$ cat src/ssp_defs.svh
`ifndef SSP_DEFS_SVH
`define SSP_DEFS_SVH

// Data widths.
`define SSP_WORD_W 32
`define SSP_HALF_W 16
`define SSP_BYTE_W 8
// Signed 32-bit range limits.
`define SSP_S32_MAX 32'h7FFFFFFF
`define SSP_S32_MIN 32'h80000000
// Signed 16-bit range limits.
`define SSP_S16_MAX 16'h7FFF
`define SSP_S16_MIN 16'h8000
// Unsigned lane limits.
`define SSP_U16_MAX 16'hFFFF
`define SSP_U8_MAX 8'hFF
// Shift field width and the full right shift that an all-zero field means.
`define SSP_SH_W 5
`define SSP_SH_ZERO 5'h00
`define SSP_ASR_FULL 6'h20
// Reset values.
`define SSP_RES_RST 32'h00000000
`define SSP_Q_RST 1'b0

`endif

$ cat src/ssp_pkg.sv
package ssp_pkg;

    // Operation selects driven by the instruction decoder.
    typedef enum logic [3:0] {
        SSP_NOP,
        SSP_DOUBLE_SAT_ADD_OP,
        SSP_DOUBLE_SAT_SUB_OP,
        SSP_SIGNED_ADD_SUB_EXCHANGE_OP,
        SSP_SIGNED_SUB_ADD_EXCHANGE_OP,
        SSP_UNSIGNED_ADD_SUB_EXCHANGE_OP,
        SSP_UNSIGNED_SUB_ADD_EXCHANGE_OP,
        SSP_UNSIGNED_DUAL_HALF_SAT_ADD_OP,
        SSP_UNSIGNED_QUAD_BYTE_SAT_ADD_OP,
        SSP_UNSIGNED_DUAL_HALF_SAT_SUB_OP,
        SSP_UNSIGNED_QUAD_BYTE_SAT_SUB_OP,
        SSP_PACK_BOTTOM_TOP_OP,
        SSP_PACK_TOP_BOTTOM_OP
    } ssp_op_t;

    // Result stage states.
    typedef enum logic [1:0] {
        SSP_IDLE,
        SSP_DONE
    } ssp_state_t;

endpackage

$ cat src/ssp_alu.sv
`timescale 1ns/100ps
`include "ssp_defs.svh"


// ============================================================
// Top of the saturating and packing datapath.
// ============================================================
module ssp_alu
    import ssp_pkg::*;
(
    input wire logic clk, // Core clock.
    input wire logic resetn, // Synchronous reset, active low.
    input wire logic ce, // Clock enable; low freezes state.
    input wire logic issue, // Decoder presents an operation.
    input wire ssp_op_t op, // Operation select.
    input wire logic cond_pass, // Condition code evaluated true.
    input wire logic [31:0] opnd_a, // First operand.
    input wire logic [31:0] opnd_b, // Second operand.
    input wire logic [4:0] shift_amt, // Encoded pack shift.
    input wire logic [3:0] dest_in, // Destination register number.
    input wire logic nzcv_in, // Condition flags carried from core, unused here.
    input wire logic q_clear, // Explicit status register write clearing the flag.
    output logic [31:0] result_q, // Result word.
    output logic [3:0] dest_q, // Destination register number.
    output logic wr_en_q, // Register file write strobe, one cycle.
    output logic sat_q, // Doubling clamp occurred in this operation, one cycle.
    output logic q_flag_q // Sticky saturation flag.
);

    // ============================================================
    // Doubling arithmetic.
    // ============================================================

    // Signed 32-bit clamp of a 33-bit value, returning a clamp indication.
    function automatic logic [32:0] sat_s32(input logic [32:0] v);
        if (v[32] != v[31]) begin
            sat_s32 = {1'b1, v[32] ? `SSP_S32_MIN : `SSP_S32_MAX};
        end else begin
            sat_s32 = {1'b0, v[31:0]};
        end
    endfunction

    ssp_state_t state_q; // Result stage state.
    logic [32:0] dbl_raw; // Second operand times two, widened.
    logic [32:0] dbl_s; // Clamped double with clamp bit.
    logic [32:0] sum_raw; // Sum or difference, widened.
    logic [32:0] sum_s; // Clamped sum with clamp bit.
    logic is_dbl; // Doubling operation selected.
    logic dbl_sub; // Doubling subtract selected.
    logic is_pack; // Packing operation selected.
    logic [31:0] lane_res; // Lane unit result.
    logic [31:0] pack_res; // Packing unit result.
    logic [31:0] res_d; // Selected result.
    logic sat_d; // Doubling clamp seen in this operation.
    logic do_op; // Operation executes.

    assign is_dbl = (op == SSP_DOUBLE_SAT_ADD_OP) || (op == SSP_DOUBLE_SAT_SUB_OP);
    assign dbl_sub = (op == SSP_DOUBLE_SAT_SUB_OP);
    assign is_pack = (op == SSP_PACK_BOTTOM_TOP_OP) || (op == SSP_PACK_TOP_BOTTOM_OP);
    // double clamped on its own.
    // A plain shift keeps the sign in bit 32, so the clamp sees the true double.
    assign dbl_raw = {opnd_b, 1'b0};
    assign dbl_s = sat_s32(dbl_raw);
    // add or subtract the clamped double.
    assign sum_raw = dbl_sub ? ({opnd_a[31], opnd_a} - {dbl_s[31], dbl_s[31:0]})
                             : ({opnd_a[31], opnd_a} + {dbl_s[31], dbl_s[31:0]});
    assign sum_s = sat_s32(sum_raw);
    assign do_op = issue && cond_pass && (op != SSP_NOP);

    // ============================================================
    // Sub-units.
    // ============================================================

    ssp_lanes u_lanes (
        .op(op),
        .a(opnd_a),
        .b(opnd_b),
        .res(lane_res)
    );

    ssp_pack u_pack (
        .top_bottom(op == SSP_PACK_TOP_BOTTOM_OP),
        .a(opnd_a),
        .b(opnd_b),
        .sh(shift_amt),
        .res(pack_res)
    );

    // Result and clamp selection.
    always_comb begin
        if (is_dbl) begin
            res_d = sum_s[31:0];
            sat_d = dbl_s[32] || sum_s[32];
        end else if (is_pack) begin
            res_d = pack_res;
            sat_d = 1'b0;
        end else begin
            res_d = lane_res;
            sat_d = 1'b0;
        end
    end

    // ============================================================
    // Result stage.
    // ============================================================

    // Result register and write strobe.
    always_ff @(posedge clk) begin
        if (!resetn) begin
            result_q <= `SSP_RES_RST;
            dest_q <= 4'h0;
            wr_en_q <= 1'b0;
            sat_q <= 1'b0;
        end else if (ce) begin
            wr_en_q <= do_op;
            sat_q <= do_op && sat_d;
            if (do_op) begin
                result_q <= res_d;
                dest_q <= dest_in;
            end
        end
    end

    // Result stage state: DONE for each cycle that carries a write-back.
    always_ff @(posedge clk) begin
        if (!resetn) begin
            state_q <= SSP_IDLE;
        end else if (ce) begin
            case (state_q)
                // An executed operation opens a write-back cycle.
                SSP_IDLE: begin
                    state_q <= do_op ? SSP_DONE : SSP_IDLE;
                end
                // Back-to-back operations keep the stage writing back.
                SSP_DONE: begin
                    state_q <= do_op ? SSP_DONE : SSP_IDLE;
                end
                // Unused codes fall back to idle.
                default: begin
                    state_q <= SSP_IDLE;
                end
            endcase
        end
    end

    // Sticky saturation flag.
    always_ff @(posedge clk) begin
        if (!resetn) begin
            q_flag_q <= `SSP_Q_RST;
        end else if (ce) begin
            if (do_op && sat_d) begin
                q_flag_q <= 1'b1;
            end else if (q_clear) begin
                q_flag_q <= 1'b0;
            end
        end
    end

    // ============================================================
    // Assertions.
    // ============================================================

    // A clamped double of the largest word added to a negative word stays in range.
    property p_dbl_add;
        @(posedge clk) disable iff (!resetn)
        (ce && do_op && op == SSP_DOUBLE_SAT_ADD_OP && opnd_b == `SSP_S32_MAX) |=>
        (result_q == (($past(opnd_a[31])) ? `SSP_S32_MAX + $past(opnd_a) : `SSP_S32_MAX));
    endproperty
    a_dbl_add: assert property (p_dbl_add) else $error("doubling add of max not clamped");

    property p_dbl_sub_min;
        @(posedge clk) disable iff (!resetn)
        (ce && do_op && op == SSP_DOUBLE_SAT_SUB_OP && opnd_a == `SSP_S32_MIN && !opnd_b[31] && opnd_b != 32'h0)
        |=> (result_q == `SSP_S32_MIN && sat_q);
    endproperty
    a_dbl_sub_min: assert property (p_dbl_sub_min) else $error("doubling subtract not clamped low");

    // Top two bits differing means the double leaves the signed range.
    property p_dbl_step;
        @(posedge clk) disable iff (!resetn)
        (ce && do_op && is_dbl && (opnd_b[31] != opnd_b[30])) |=> (sat_q && q_flag_q);
    endproperty
    a_dbl_step: assert property (p_dbl_step) else $error("doubling clamp not flagged");

    property p_q_sticky;
        @(posedge clk) disable iff (!resetn)
        (q_flag_q && !q_clear) |=> q_flag_q;
    endproperty
    a_q_sticky: assert property (p_q_sticky) else $error("sticky flag dropped without write");

    property p_q_set;
        @(posedge clk) disable iff (!resetn)
        sat_q |-> q_flag_q;
    endproperty
    a_q_set: assert property (p_q_set) else $error("clamp did not set sticky flag");

    property p_lane_noflag;
        @(posedge clk) disable iff (!resetn)
        (ce && do_op && !is_dbl) |=> !sat_q;
    endproperty
    a_lane_noflag: assert property (p_lane_noflag) else $error("non-doubling op flagged");

    property p_u8_add;
        @(posedge clk) disable iff (!resetn)
        (ce && do_op && op == SSP_UNSIGNED_QUAD_BYTE_SAT_ADD_OP && opnd_a[7:0] == `SSP_U8_MAX)
        |=> (result_q[7:0] == `SSP_U8_MAX);
    endproperty
    a_u8_add: assert property (p_u8_add) else $error("byte add not clamped");

    property p_u16_sub;
        @(posedge clk) disable iff (!resetn)
        (ce && do_op && op == SSP_UNSIGNED_DUAL_HALF_SAT_SUB_OP && opnd_a[15:0] < opnd_b[15:0])
        |=> (result_q[15:0] == 16'h0000);
    endproperty
    a_u16_sub: assert property (p_u16_sub) else $error("halfword subtract not clamped to zero");

    property p_pack_tb;
        @(posedge clk) disable iff (!resetn)
        (ce && do_op && op == SSP_PACK_TOP_BOTTOM_OP && shift_amt == `SSP_SH_ZERO)
        |=> (result_q[15:0] == {16{$past(opnd_b[31])}} && result_q[31:16] == $past(opnd_a[31:16]));
    endproperty
    a_pack_tb: assert property (p_pack_tb) else $error("zero right shift not taken as 32");

    property p_no_cond;
        @(posedge clk) disable iff (!resetn)
        (ce && issue && !cond_pass) |=> (!wr_en_q && $stable(result_q) && !$rose(q_flag_q));
    endproperty
    a_no_cond: assert property (p_no_cond) else $error("failed condition changed state");

    // Unshifted bottom-top packing keeps the second operand's top half.
    property p_pack_bt_zero;
        @(posedge clk) disable iff (!resetn)
        (ce && do_op && op == SSP_PACK_BOTTOM_TOP_OP && shift_amt == `SSP_SH_ZERO)
        |=> (result_q == {$past(opnd_b[31:16]), $past(opnd_a[15:0])});
    endproperty
    a_pack_bt_zero: assert property (p_pack_bt_zero) else $error("zero left shift altered operand");

    // A clear with no new clamp empties the sticky flag.
    property p_q_clear;
        @(posedge clk) disable iff (!resetn)
        (ce && q_clear && !(do_op && sat_d)) |=> !q_flag_q;
    endproperty
    a_q_clear: assert property (p_q_clear) else $error("sticky flag not cleared by write");

    // A low clock enable holds the result, strobe, destination and sticky flag.
    property p_freeze;
        @(posedge clk) disable iff (!resetn)
        !ce |=> ($stable(result_q) && $stable(wr_en_q) && $stable(q_flag_q) && $stable(dest_q));
    endproperty
    a_freeze: assert property (p_freeze) else $error("state moved with clock enable low");

    // Signed exchange top lane clamps high on a positive overflow.
    property p_s16_hi;
        @(posedge clk) disable iff (!resetn)
        (ce && do_op && op == SSP_SIGNED_ADD_SUB_EXCHANGE_OP && opnd_a[31:16] == `SSP_S16_MAX && !opnd_b[15]
         && opnd_b[15:0] != 16'h0000) |=> (result_q[31:16] == `SSP_S16_MAX);
    endproperty
    a_s16_hi: assert property (p_s16_hi) else $error("signed top lane not clamped high");

    // The write-back cycle of the stage always carries the strobe.
    property p_done_wr;
        @(posedge clk) disable iff (!resetn)
        (state_q == SSP_DONE) |-> wr_en_q;
    endproperty
    a_done_wr: assert property (p_done_wr) else $error("write-back cycle without strobe");

    c_dbl_sat: cover property (@(posedge clk) disable iff (!resetn) sat_q);
    c_q_clear: cover property (@(posedge clk) disable iff (!resetn) $fell(q_flag_q));
    c_pack: cover property (@(posedge clk) disable iff (!resetn) ce && do_op && is_pack);
    c_skip: cover property (@(posedge clk) disable iff (!resetn) ce && issue && !cond_pass);
    c_set_clear: cover property (@(posedge clk) disable iff (!resetn) ce && q_clear && do_op && sat_d);

endmodule // ssp_alu

$ cat src/ssp_lanes.sv
`timescale 1ns/100ps
`include "ssp_defs.svh"

// ============================================================
// Halfword and byte lane saturating arithmetic.
// ============================================================
module ssp_lanes
    import ssp_pkg::*;
(
    input wire ssp_op_t op, // Selected operation.
    input wire logic [31:0] a, // First operand.
    input wire logic [31:0] b, // Second operand.
    output logic [31:0] res // Lane result.
);

    // Signed 16-bit clamp of a 17-bit value.
    function automatic logic [15:0] sat_s16(input logic [16:0] v);
        if (v[16] != v[15]) begin
            sat_s16 = v[16] ? `SSP_S16_MIN : `SSP_S16_MAX;
        end else begin
            sat_s16 = v[15:0];
        end
    endfunction

    // Unsigned 16-bit add or subtract with clamp.
    function automatic logic [15:0] sat_u16(input logic [15:0] x, input logic [15:0] y, input logic sub);
        logic [16:0] t;
        t = sub ? ({1'b0, x} - {1'b0, y}) : ({1'b0, x} + {1'b0, y});
        if (t[16]) begin
            sat_u16 = sub ? 16'h0000 : `SSP_U16_MAX;
        end else begin
            sat_u16 = t[15:0];
        end
    endfunction

    // Unsigned 8-bit add or subtract with clamp.
    function automatic logic [7:0] sat_u8(input logic [7:0] x, input logic [7:0] y, input logic sub);
        logic [8:0] t;
        t = sub ? ({1'b0, x} - {1'b0, y}) : ({1'b0, x} + {1'b0, y});
        if (t[8]) begin
            sat_u8 = sub ? 8'h00 : `SSP_U8_MAX;
        end else begin
            sat_u8 = t[7:0];
        end
    endfunction

    logic [16:0] s_hi_add; // Signed top plus bottom.
    logic [16:0] s_lo_sub; // Signed bottom minus top.
    logic [16:0] s_hi_sub; // Signed top minus bottom.
    logic [16:0] s_lo_add; // Signed bottom plus top.
    logic quad_sub; // Byte lanes subtract.

    assign s_hi_add = {a[31], a[31:16]} + {b[15], b[15:0]};
    assign s_lo_sub = {a[15], a[15:0]} - {b[31], b[31:16]};
    assign s_hi_sub = {a[31], a[31:16]} - {b[15], b[15:0]};
    assign s_lo_add = {a[15], a[15:0]} + {b[31], b[31:16]};
    assign quad_sub = (op == SSP_UNSIGNED_QUAD_BYTE_SAT_SUB_OP);

    // Lane result selection.
    always_comb begin
        case (op)
            SSP_SIGNED_ADD_SUB_EXCHANGE_OP: begin
                res = {sat_s16(s_hi_add), sat_s16(s_lo_sub)};
            end
            SSP_SIGNED_SUB_ADD_EXCHANGE_OP: begin
                res = {sat_s16(s_hi_sub), sat_s16(s_lo_add)};
            end
            SSP_UNSIGNED_ADD_SUB_EXCHANGE_OP: begin
                res = {sat_u16(a[31:16], b[15:0], 1'b0), sat_u16(a[15:0], b[31:16], 1'b1)};
            end
            SSP_UNSIGNED_SUB_ADD_EXCHANGE_OP: begin
                res = {sat_u16(a[31:16], b[15:0], 1'b1), sat_u16(a[15:0], b[31:16], 1'b0)};
            end
            SSP_UNSIGNED_DUAL_HALF_SAT_ADD_OP: begin
                res = {sat_u16(a[31:16], b[31:16], 1'b0), sat_u16(a[15:0], b[15:0], 1'b0)};
            end
            SSP_UNSIGNED_DUAL_HALF_SAT_SUB_OP: begin
                res = {sat_u16(a[31:16], b[31:16], 1'b1), sat_u16(a[15:0], b[15:0], 1'b1)};
            end
            SSP_UNSIGNED_QUAD_BYTE_SAT_ADD_OP, SSP_UNSIGNED_QUAD_BYTE_SAT_SUB_OP: begin
                res = {sat_u8(a[31:24], b[31:24], quad_sub), sat_u8(a[23:16], b[23:16], quad_sub),
                       sat_u8(a[15:8], b[15:8], quad_sub), sat_u8(a[7:0], b[7:0], quad_sub)};
            end
            // Other operations are handled elsewhere.
            default: begin
                res = `SSP_RES_RST;
            end
        endcase
    end

endmodule // ssp_lanes

$ cat src/ssp_pack.sv
`timescale 1ns/100ps
`include "ssp_defs.svh"

// ============================================================
// Halfword packing with shift.
// ============================================================
module ssp_pack
    import ssp_pkg::*;
(
    input wire logic top_bottom, // High selects top-bottom packing.
    input wire logic [31:0] a, // First operand.
    input wire logic [31:0] b, // Second operand.
    input wire logic [4:0] sh, // Encoded shift amount.
    output logic [31:0] res // Packed result.
);

    logic [31:0] lsl_val; // Left-shifted second operand.
    logic [5:0] asr_amt; // Decoded right shift, 1 to 32.
    logic signed [31:0] asr_val; // Right-shifted second operand.

    assign lsl_val = b << sh;
    assign asr_amt = (sh == `SSP_SH_ZERO) ? `SSP_ASR_FULL : {1'b0, sh};
    assign asr_val = $signed(b) >>> asr_amt;

    // Result assembly.
    always_comb begin
        if (top_bottom) begin
            res = {a[31:16], asr_val[15:0]};
        end else begin
            res = {lsl_val[31:16], a[15:0]};
        end
    end

endmodule // ssp_pack

$ cat config.mk
export PLATFORM = sky130hd
export DESIGN_NAME = ssp_alu
export DESIGN_NICKNAME = d
export VERILOG_FILES = /design/src/ssp_pkg.sv /design/src/ssp_alu.sv /design/src/ssp_lanes.sv /design/src/ssp_pack.sv
export VERILOG_INCLUDE_DIRS = /design/src
export SDC_FILE = /design/constraint.sdc
export NUM_CORES = 1
export LEC_CHECK = 0
export BUFFER_PORTS_ARGS = -buffer_cell sky130_fd_sc_hd__buf_4
export CAP_MARGIN = 10
export CORE_MARGIN = 2
export CORE_UTILIZATION = 40
export CTS_BUF_LIST = sky130_fd_sc_hd__clkbuf_4
export DETAILED_ROUTE_END_ITERATION = 10
export PLACE_DENSITY = 0.66
export SYNTH_ARGS = -nofsm -noshare
export SYNTH_HDL_FRONTEND = slang
export SYNTH_SLANG_ARGS = --single-unit
$ cat constraint.sdc
create_clock -name clk -period 13 [get_ports clk]
set_clock_uncertainty 0.2 [all_clocks]
set_input_delay 0.65 -clock clk [delete_from_list [all_inputs] [get_ports clk]]
set_output_delay 0.65 -clock clk [all_outputs]
set_load 0.02 [all_outputs]
== After elaboration in Yosys (flattened, before gate mapping) ==
Cells that the tools add are included.

* Bits of input ports: 84
* Logic and storage cells: 97
* Output and inout bits: 39
* Register bits after elaboration: 39

* Shift-type cells: 2
* Multiplexer cells: 38
* Add/sub/neg operators: 22
* Reduce and logical (&&, ||, !) cells: 12
* Equal/unequal tests: 18

{| class="wikitable"
|+ Operator list
! operator !! count
|-
| $mux 16 || 16
|-
| $pmux 32 s7 || 1
|-
| $mux 32 || 5
|-
| $add 16x16->17 || 6
|-
| $sub 16x16->17 || 6
|-
| $mux 33 || 3
|-
| $mux 8 || 5
|-
| $add 8x8->9 || 4
|-
| $mux 9 || 4
|-
| $sub 8x8->9 || 4
|-
| $add 32x32->33 || 1
|-
| $sub 32x32->33 || 1
|-
| $shl 32x5->32 || 1
|-
| $sshr 32x6->16 || 1
|-
| $eq 4x4->1 const B || 5
|-
| $eq 4x3->1 const B || 4
|-
| $eq 4x2->1 const B || 2
|-
| $mux 6 || 1
|-
| $ne 1x1->1 || 6
|-
| $logic_not 5->1 || 1
|-
| $eq 4x1->1 const B || 1
|-
| $reduce_and 2->1 || 2
|-
| $reduce_bool 4->1 || 1
|-
| $logic_and 1x1->1 || 3
|-
| 4 further kinds || 8
|}

== Logic depth before layout (Yosys ltp) ==
Gate-level depths: netlist of the first run.

* Depth in word-level cells: 11
* Gate-level depth with buffers: 28
* Depth with buffers taken out: 25

== Hierarchy ==
A second synthesis of the first run with hierarchy kept.

* Cells, all modules: 2588
* Area, all modules: 18724.2 µm²

{| class="wikitable"
|+ Modules (own cells, without submodules)
! module !! sequential area each (µm²) !! instances !! cells an instance !! area each (µm²)
|-
| ssp_lanes || 0.0 || 1 || 1480 || 10059.6
|-
| ssp_alu || 780.7 || 1 || 676 || 4903.5
|-
| ssp_pack || 0.0 || 1 || 432 || 3761.1
|}

== Worst setup path before layout of the first run ==
Ideal clock, no wire load.

* Path type: input port to flip-flop
* Start: input opnd_b[30]
* End: register result_q[12]
* Setup time: 87 ps
* Slack: 6833 ps
* Data required time: 12713 ps
* Cell stages on the path: 26
* Buffers on the path: 4
* Data arrival time: 5880 ps
* Cells stage by stage: clkbuf_1 -> inv_1 -> ha_1 -> inv_1 -> clkbuf_1 -> clkbuf_1 -> a21oi_1 -> ha_1 -> nor2b_1 -> o21ai_0 -> a21oi_1 -> nor3_1 -> o21ai_0 -> a21boi_0 -> ha_1 -> clkbuf_1 -> a21oi_1 -> o21ai_1 -> a211oi_1 -> o22ai_1 -> nand3b_1 -> o31a_2 -> xor2_1 -> a21oi_1 -> o21a_1 -> o31ai_1

* Cells in the longest elaborated chain, start to end: 7
* Elaborated cells on any way between the ends: 25
* Those cells by class: 6 x add/sub; 4 x eq/ne; 1 x shift; 14 x mux

{| class="wikitable"
|+ Ends and longest elaborated chain
! item !! RTL line !! RTL
|-
| from (decl) || ssp_alu.sv:18 || <nowiki>input wire logic [31:0] opnd_b,</nowiki>
|-
| $ne 1x1->1 || ssp_alu.sv:36 || <nowiki>if (v[32] != v[31]) begin</nowiki>
|-
| $mux 33 || ssp_alu.sv:36 ||
|-
| $add 32x32->33 / $sub 32x32->33 (equally long branches) || ssp_alu.sv:66, ssp_alu.sv:65 ||
|-
| $mux 33 || ssp_alu.sv:65 || <nowiki>assign sum_raw = dbl_sub ? ({opnd_a[31], opnd_a} - {dbl_s[31], dbl_s[31:0]})</nowiki>
|-
| $mux 32 (no source line) / $ne 1x1->1 (equally long branches) || -- ||
|-
| $mux 33 || ssp_alu.sv:36 ||
|-
| $mux 32 * || ssp_alu.sv:91 || <nowiki>if (is_dbl) begin</nowiki>
|-
| to (signal assigned) || ssp_alu.sv:110 || <nowiki>result_q <= `SSP_RES_RST;</nowiki>
|-
| to (signal assigned) || ssp_alu.sv:118 || <nowiki>result_q <= res_d;</nowiki>
|-
| to (decl) || ssp_alu.sv:23 || <nowiki>output logic [31:0] result_q,</nowiki>
|}

Mark *: on every way between the ends. The rest lies on a longest branch, timed or not.
A chain may end at the register's enable or synchronous reset.

== Worst setup path after layout of the first run ==
* Start: input opnd_b[30]
* End: register result_q[11]

The elaborated chain is that of the path after synthesis.

==> flow_summary.json, run 1 <==
{
  "outcome": "finished, final reports clean",
  "ys_ff_latch": 39,
  "cts_tree": "built",
  "num_rows": 78,
  "post_cts_buffers": 0,
  "clock_latency_ns": 0.41,
  "arrival_ns": 8.62,
  "postCtsHoldBufs": 0,
  "hold_path.class": "register to register",
  "seq_area_frac_synth_pct": 4.25,
  "grt_antenna_before_repair": 5,
  "grt_overflow": 0,
  "yosys_warnings": 0,
  "numCtsBuffers": 5,
  "initial_core_util_pct": 40.5,
  "holdWs_ns": 0.266,
  "cts.path.max_buffers": 2,
  "grt_pass1_vias": 20200,
  "setup_viol": 0,
  "syn_to_final_growth_pct": 6.78,
  "routed_via_density": 6.90,
  "required_ns": 13.11,
  "drive_above_1_share_pct": 10.2,
  "hold_viol_final": 0,
  "postSynthCellCount": 2624,
  "fin_cells": 3210,
  "path_class": "input port to register",
  "reg2reg_depth": 6,
  "syn_area_sq_mm": 0.0184,
  "cts.sinks": 39,
  "max_freq_mhz": 118,
  "drcViolationCount": 0,
  "r2r_start": "result_q[30]",
  "coreArea_sq_mm": 0.0454,
  "slew_headroom_pct": 7.73,
  "final_antenna_net_count": 0,
  "grt_usage_pct": 39.3,
  "wire_per_inst_um": 30.0,
  "startpoint": "opnd_b[30]",
  "grt_pass1_wl_um": 138000,
  "drv_slew": 0,
  "hold_path_end": "result_q[4]",
  "synthFlopType": "dfxtp_1",
  "final_cell_mix": "a21oi_1, nor2_1, nand2_1, ha_1, o21ai_0",
  "syn_area_per_cell_sq_um": 7.00,
  "min_period_over_period_pct": 65.5,
  "die_h_um": 218,
  "max-vdd-ir-drop_uv": 71.2,
  "worstHoldPathCells": 2,
  "num_vias": 22100,
  "cp-end-kind": "register",
  "routabilityCongestion": 1.03,
  "die_x_um": 218,
  "io_pins": 123,
  "drt_iter0_drc": 3343,
  "rsz0062_at_grt": "no",
  "path_cells": "buf_4, inv_1, ha_1, inv_1, nor2_1, a21oi_1, ha_1, nor2b_1, o21ai_0, a21oi_1, nor3_1, o21ai_0, a21boi_0, ha_1, a21oi_1, o21ai_1, a211oi_1, o22ai_1, nand3b_1, o31a_2, xnor2_4, nand2_2, a21o_1, a32o_1",
  "port_buffers": 121,
  "htreeDepth": 2,
  "synth_nets": 2922,
  "synthArstFlopShare_pct": 0,
  "period_needed_ns": 8.51,
  "place_inst": 3200,
  "hpwl_um": 74500,
  "synth-edff-count": 0,
  "grt_max_degree": 92,
  "reg2reg_to": "result_q[30]",
  "final_common_cell": "a21oi_1",
  "firstDrtPassIters": 7,
  "critPathSlowestCell": "inv_1",
  "p_leak_nw": 7.83,
  "ys_types": 98,
  "regToRegSetupSlack_ns": 10.33,
  "critPathLaunchType": "input port",
  "worstMarginPinSlew_ns": 1.35,
  "tns_ns": 0,
  "p_total_mw": 1.36,
  "max_stage_delay_ns": 0.73,
  "power_density_mw_per_mm2": 69.5,
  "drv_cap": 0,
  "root_buffer": "clkbuf_4",
  "cp_max_fo": 32,
  "final_nets": 2905,
  "hp-start": "result_q[4]",
  "die_area_sq_mm": 0.0477,
  "clkTransAtPathRegs_ns": 0.14,
  "cts_resized": 0,
  "wl_um": 96300
}
## worst max-delay path by stage
stage                   endpoint  cells after the start  slack [ns]
floorplan           result_q[12]                     26        6.83
global placement    result_q[11]                     24        4.41
detailed placement  result_q[11]                     24        4.31
CTS                 result_q[11]                     23        4.71
global route         result_q[9]                     24        3.85
finish              result_q[11]                     24        4.49
## cells in the mapped netlist (39+ instances only)
cell | instances | area, sq um
ha_1 | 201 | 2510
nand2b_1 | 41 | 257
xor2_1 | 47 | 412
dfxtp_1 | 39 | 781
nand2_1 | 206 | 773
clkbuf_1 | 106 | 398
a211oi_1 | 40 | 300
nor3_1 | 71 | 355
a21o_1 | 41 | 308
mux2i_1 | 54 | 541
buf_2 | 47 | 235
o21ai_0 | 189 | 946
mux4_2 | 47 | 1060
inv_1 | 99 | 372
a21oi_1 | 283 | 1420
nor2_1 | 262 | 983
xnor2_1 | 154 | 1350
nand3_1 | 41 | 205
## kinds of logic (layout without fill, tap and decap cells)
logic type / after synthesis / after routing / share of synthesized area [%]
compound gates: 951 / 951 / 33.6
xor+xnor: 203 / 203 / 9.82
buf+inv: 278 / 262 / 6.14
mux: 116 / 116 / 9.62
fa+ha+maj: 214 / 214 / 15.1
simple gates: 823 / 823 / 21.5
other cells: 0 / 2 / 0
flops: 39 / 39 / 4.25
## worst max-delay path: cells and delay by family
family                     cells  cell delay [ns]
xor gates and xnor gates       1             0.46
AOI/OAI and AO/OA             12             3.52
buffers and inverters          3             1.27
and+or+nand+nor                5             1.51
adders and majority gates      3             1.18
## report_power, final
part | internal [mW] | switching, mW
Clock | 0.0404 | 0.0505
Sequential | 0.124 | 0.00447
Combinational | 0.399 | 0.744
Total | 0.564 | 0.799
## metrics by stage
| step | util, % | cell area [sq um] | setup WS, ns |
|---|---|---|---|
| global placement | 43.0 | 19500 | 4.41 |
| detailed placement | 43.0 | 19500 | 4.31 |
| finish | 43.2 | 19600 | 4.49 |
| floorplan | - | 18400 | 6.83 |
| global route | 43.2 | 19600 | 3.85 |
| CTS | 43.2 | 19600 | 4.71 |
## registers in the layout (all words and copies together), names as in the netlist
| signal | cells |
|---|---|
| dest_q | 4 |
| q_flag_q | 1 |
| result_q | 32 |
| sat_q | 1 |
| wr_en_q | 1 |
## metal layers
layer / share of wire (%) / vias to the layer above / track usage, %
li1: - / 9748 / -
met1: 41 / 10600 / 53.9
met2: 41 / 1517 / 58.1
met3: 12 / 318 / 7.35
met4: 6.0 / 2 / 20.4
met5: 0.019 / - / 0
## final cells by class
type	count	area, sq um
Timing Repair Buffer	149	1120
Fill cell	4777	25800
Antenna cell	2	5.00
Multi-Input combinational cell	2307	16500
Tap cell	600	751
Clock buffer	5	37.5
Sequential cell	39	781
Inverter	105	394
Clock inverter	3	43.8
No activity file was read; power rests on OpenSTA's default activity.
==> run 2, diff against run 1 <==
==> constraint.sdc (replaced) <==
create_clock -name clk -period 8.7 [get_ports clk]
set_clock_uncertainty 0.2 [all_clocks]
set_input_delay 0.435 -clock clk [delete_from_list [all_inputs] [get_ports clk]]
set_output_delay 0.435 -clock clk [all_outputs]
set_load 0.02 [all_outputs]
==> run 2 against run 1 <==
Compared with the run above:
- wire length is 0.92% higher
- global-route usage is 0.39 points higher
- sequential share of layout area hardly changed
- sequential power is 49% higher
- worst hold slack worse by 0.19 ns
- utilization is 0.069 points higher
- via count is 0.23% lower
- register-to-register slack worse by 4.5 ns
- critical path type unchanged
- critical endpoint is now result_q[23]
- largest cell class unchanged
- largest power group unchanged
- highest routed layer unchanged
==> flow_summary.json, run 2 (synthesized netlist as in run 1, its figures left out) <==
{
  "wl_um": 97200,
  "p_leak_nw": 7.85,
  "clock_latency_ns": 0.39,
  "coreArea_sq_mm": 0.0454,
  "worstMarginPinSlew_ns": 1.27,
  "grt_pass1_wl_um": 140000,
  "holdWs_ns": 0.0803,
  "port_buffers": 121,
  "hold_path.class": "input port to register",
  "power.share.combinational_pct": 84.0,
  "grt_antenna_before_repair": 7,
  "p_seq_share_pct": 9.4,
  "required_ns": 8.75,
  "final_antenna_net_count": 0,
  "postLayoutCoreUtil_pct": 43.3,
  "clkTransAtPathRegs_ns": 0.14,
  "num_rows": 78,
  "firstDrtPassIters": 6,
  "max_freq_mhz": 144,
  "multi_input_area_sq_mm": 0.0165,
  "wire_per_inst_um": 30.2,
  "hold_viol_final": 0,
  "place_ws_ns": 1.42,
  "drt_iter0_drc": 3417,
  "rsz0062_at_grt": "no",
  "outcome": "finished, final reports clean",
  "root_buffer": "clkbuf_4",
  "seqCellArea_sq_um": 781,
  "syn_to_final_growth_pct": 6.95,
  "p_total_mw": 2.05,
  "tns_ns": 0,
  "drcViolationCount": 0,
  "final_nets": 2910,
  "initial_core_util_pct": 40.5,
  "die_x_um": 218,
  "power_density_mw_per_mm2": 104,
  "post_cts_buffers": 0,
  "routabilityCongestion": 1.08,
  "cts_tree": "built",
  "largest_reg_flops": 32,
  "top_register": "result_q",
  "design_area_sq_mm": 0.0197,
  "period_needed_ns": 6.96,
  "switching_power_mw": 1.20,
  "final_common_cell": "a21oi_1",
  "fin_cells": 3215,
  "arrival_ns": 7.01,
  "numCtsBuffers": 5,
  "cts.path.max_buffers": 2,
  "postCtsHoldBufs": 0,
  "power.share.switching_pct": 58.6,
  "largestRegisters": "result_q (32), dest_q (4)",
  "grt_pass1_vias": 20600,
  "grt_max_degree": 68,
  "final_cell_mix": "a21oi_1, nor2_1, nand2_1, ha_1, o21ai_0",
  "hpwl_um": 75600,
  "grt_usage_pct": 39.6,
  "cts_resized": 0,
  "drive_above_1_share_pct": 10.3,
  "nFillCells": 4741,
  "drv_slew": 0,
  "max-vdd-ir-drop_uv": 96.7,
  "placed_area_sq_mm": 0.0196,
  "die_area_sq_mm": 0.0477,
  "fin_ws_ns": 1.74,
  "cp_max_fo": 24,
  "htreeDepth": 2,
  "path_class": "input port to register",
  "grt_overflow": 0,
  "power_frac_clock_pct": 6.6,
  "place_inst": 3204,
  "num_vias": 22100,
  "io_pins": 123,
  "setup_viol": 0,
  "drv_cap": 0,
  "cp-end-kind": "register",
  "cts.sinks": 39,
  "die_h_um": 218,
  "slew_headroom_pct": 14.4,
  "critPathLaunchType": "input port",
  "min_period_over_period_pct": 80.0,
  "intPower_mw": 0.846,
  "routed_via_density": 6.87
}
-- run 2: final cells by class --
| type | instances | share of cell area (%) |
|---|---|---|
| timing repair buffer | 154 | 5.87 |
| tap | 600 | 3.82 |
| inverter | 105 | 2.01 |
| sequential | 39 | 3.97 |
| multi-input combinational | 2307 | 83.9 |
| clock buffer | 5 | 0.191 |
| antenna | 2 | 0.0255 |
| clock inverter | 3 | 0.223 |
-- run 2: final timing paths --
| check | from | end | slack (ns) | cells after the start |
|---|---|---|---|---|
| worst max-delay path | opnd_b[31] | result_q[23] | 1.74 | 24 |
| worst min-delay path | dest_in[3] | dest_q[3] | 0.08 | 3 |
| worst min register to register | result_q[4] | result_q[4] | 0.27 | 2 |
| worst max register to register | result_q[30] | result_q[30] | 5.83 | 6 |
-- run 2: layer usage --
metal	global-route usage, %	vias to the layer above	wire length (um)
li1	-	9757	-
met1	53.7	10500	39300
met2	58.4	1493	40100
met3	8.66	296	11800
met4	20.9	2	6040
met5	0	-	13
-- run 2: worst max-delay path: stages --
cell and delay, ns:
buf_4 0.26, inv_1 0.10, ha_1 0.30, inv_1 0.17
nor2_1 0.17, a21oi_1 0.22, ha_1 0.17, nor2b_1 0.35
o21ai_0 0.27, a21oi_1 0.35, nor3_1 0.09, o21ai_0 0.53
a21boi_0 0.45, ha_1 0.38, a21oi_1 0.16, nor2_1 0.06
a211oi_1 0.40, a211o_1 0.21, nand3b_1 0.13, o31a_2 0.37
xnor2_4 0.45, nand2_2 0.46, a221oi_1 0.38, nor3_1 0.08
-- run 2: power by group through the flow --
stage	logic (mW)	registers (mW)	clock network, mW
after CTS	1.66	0.192	0.137
after floorplan	1.12	0.202	0
final	1.72	0.192	0.135
after detailed placement	1.65	0.196	0
after global placement	1.64	0.196	0
after global routing	1.83	0.193	0.143
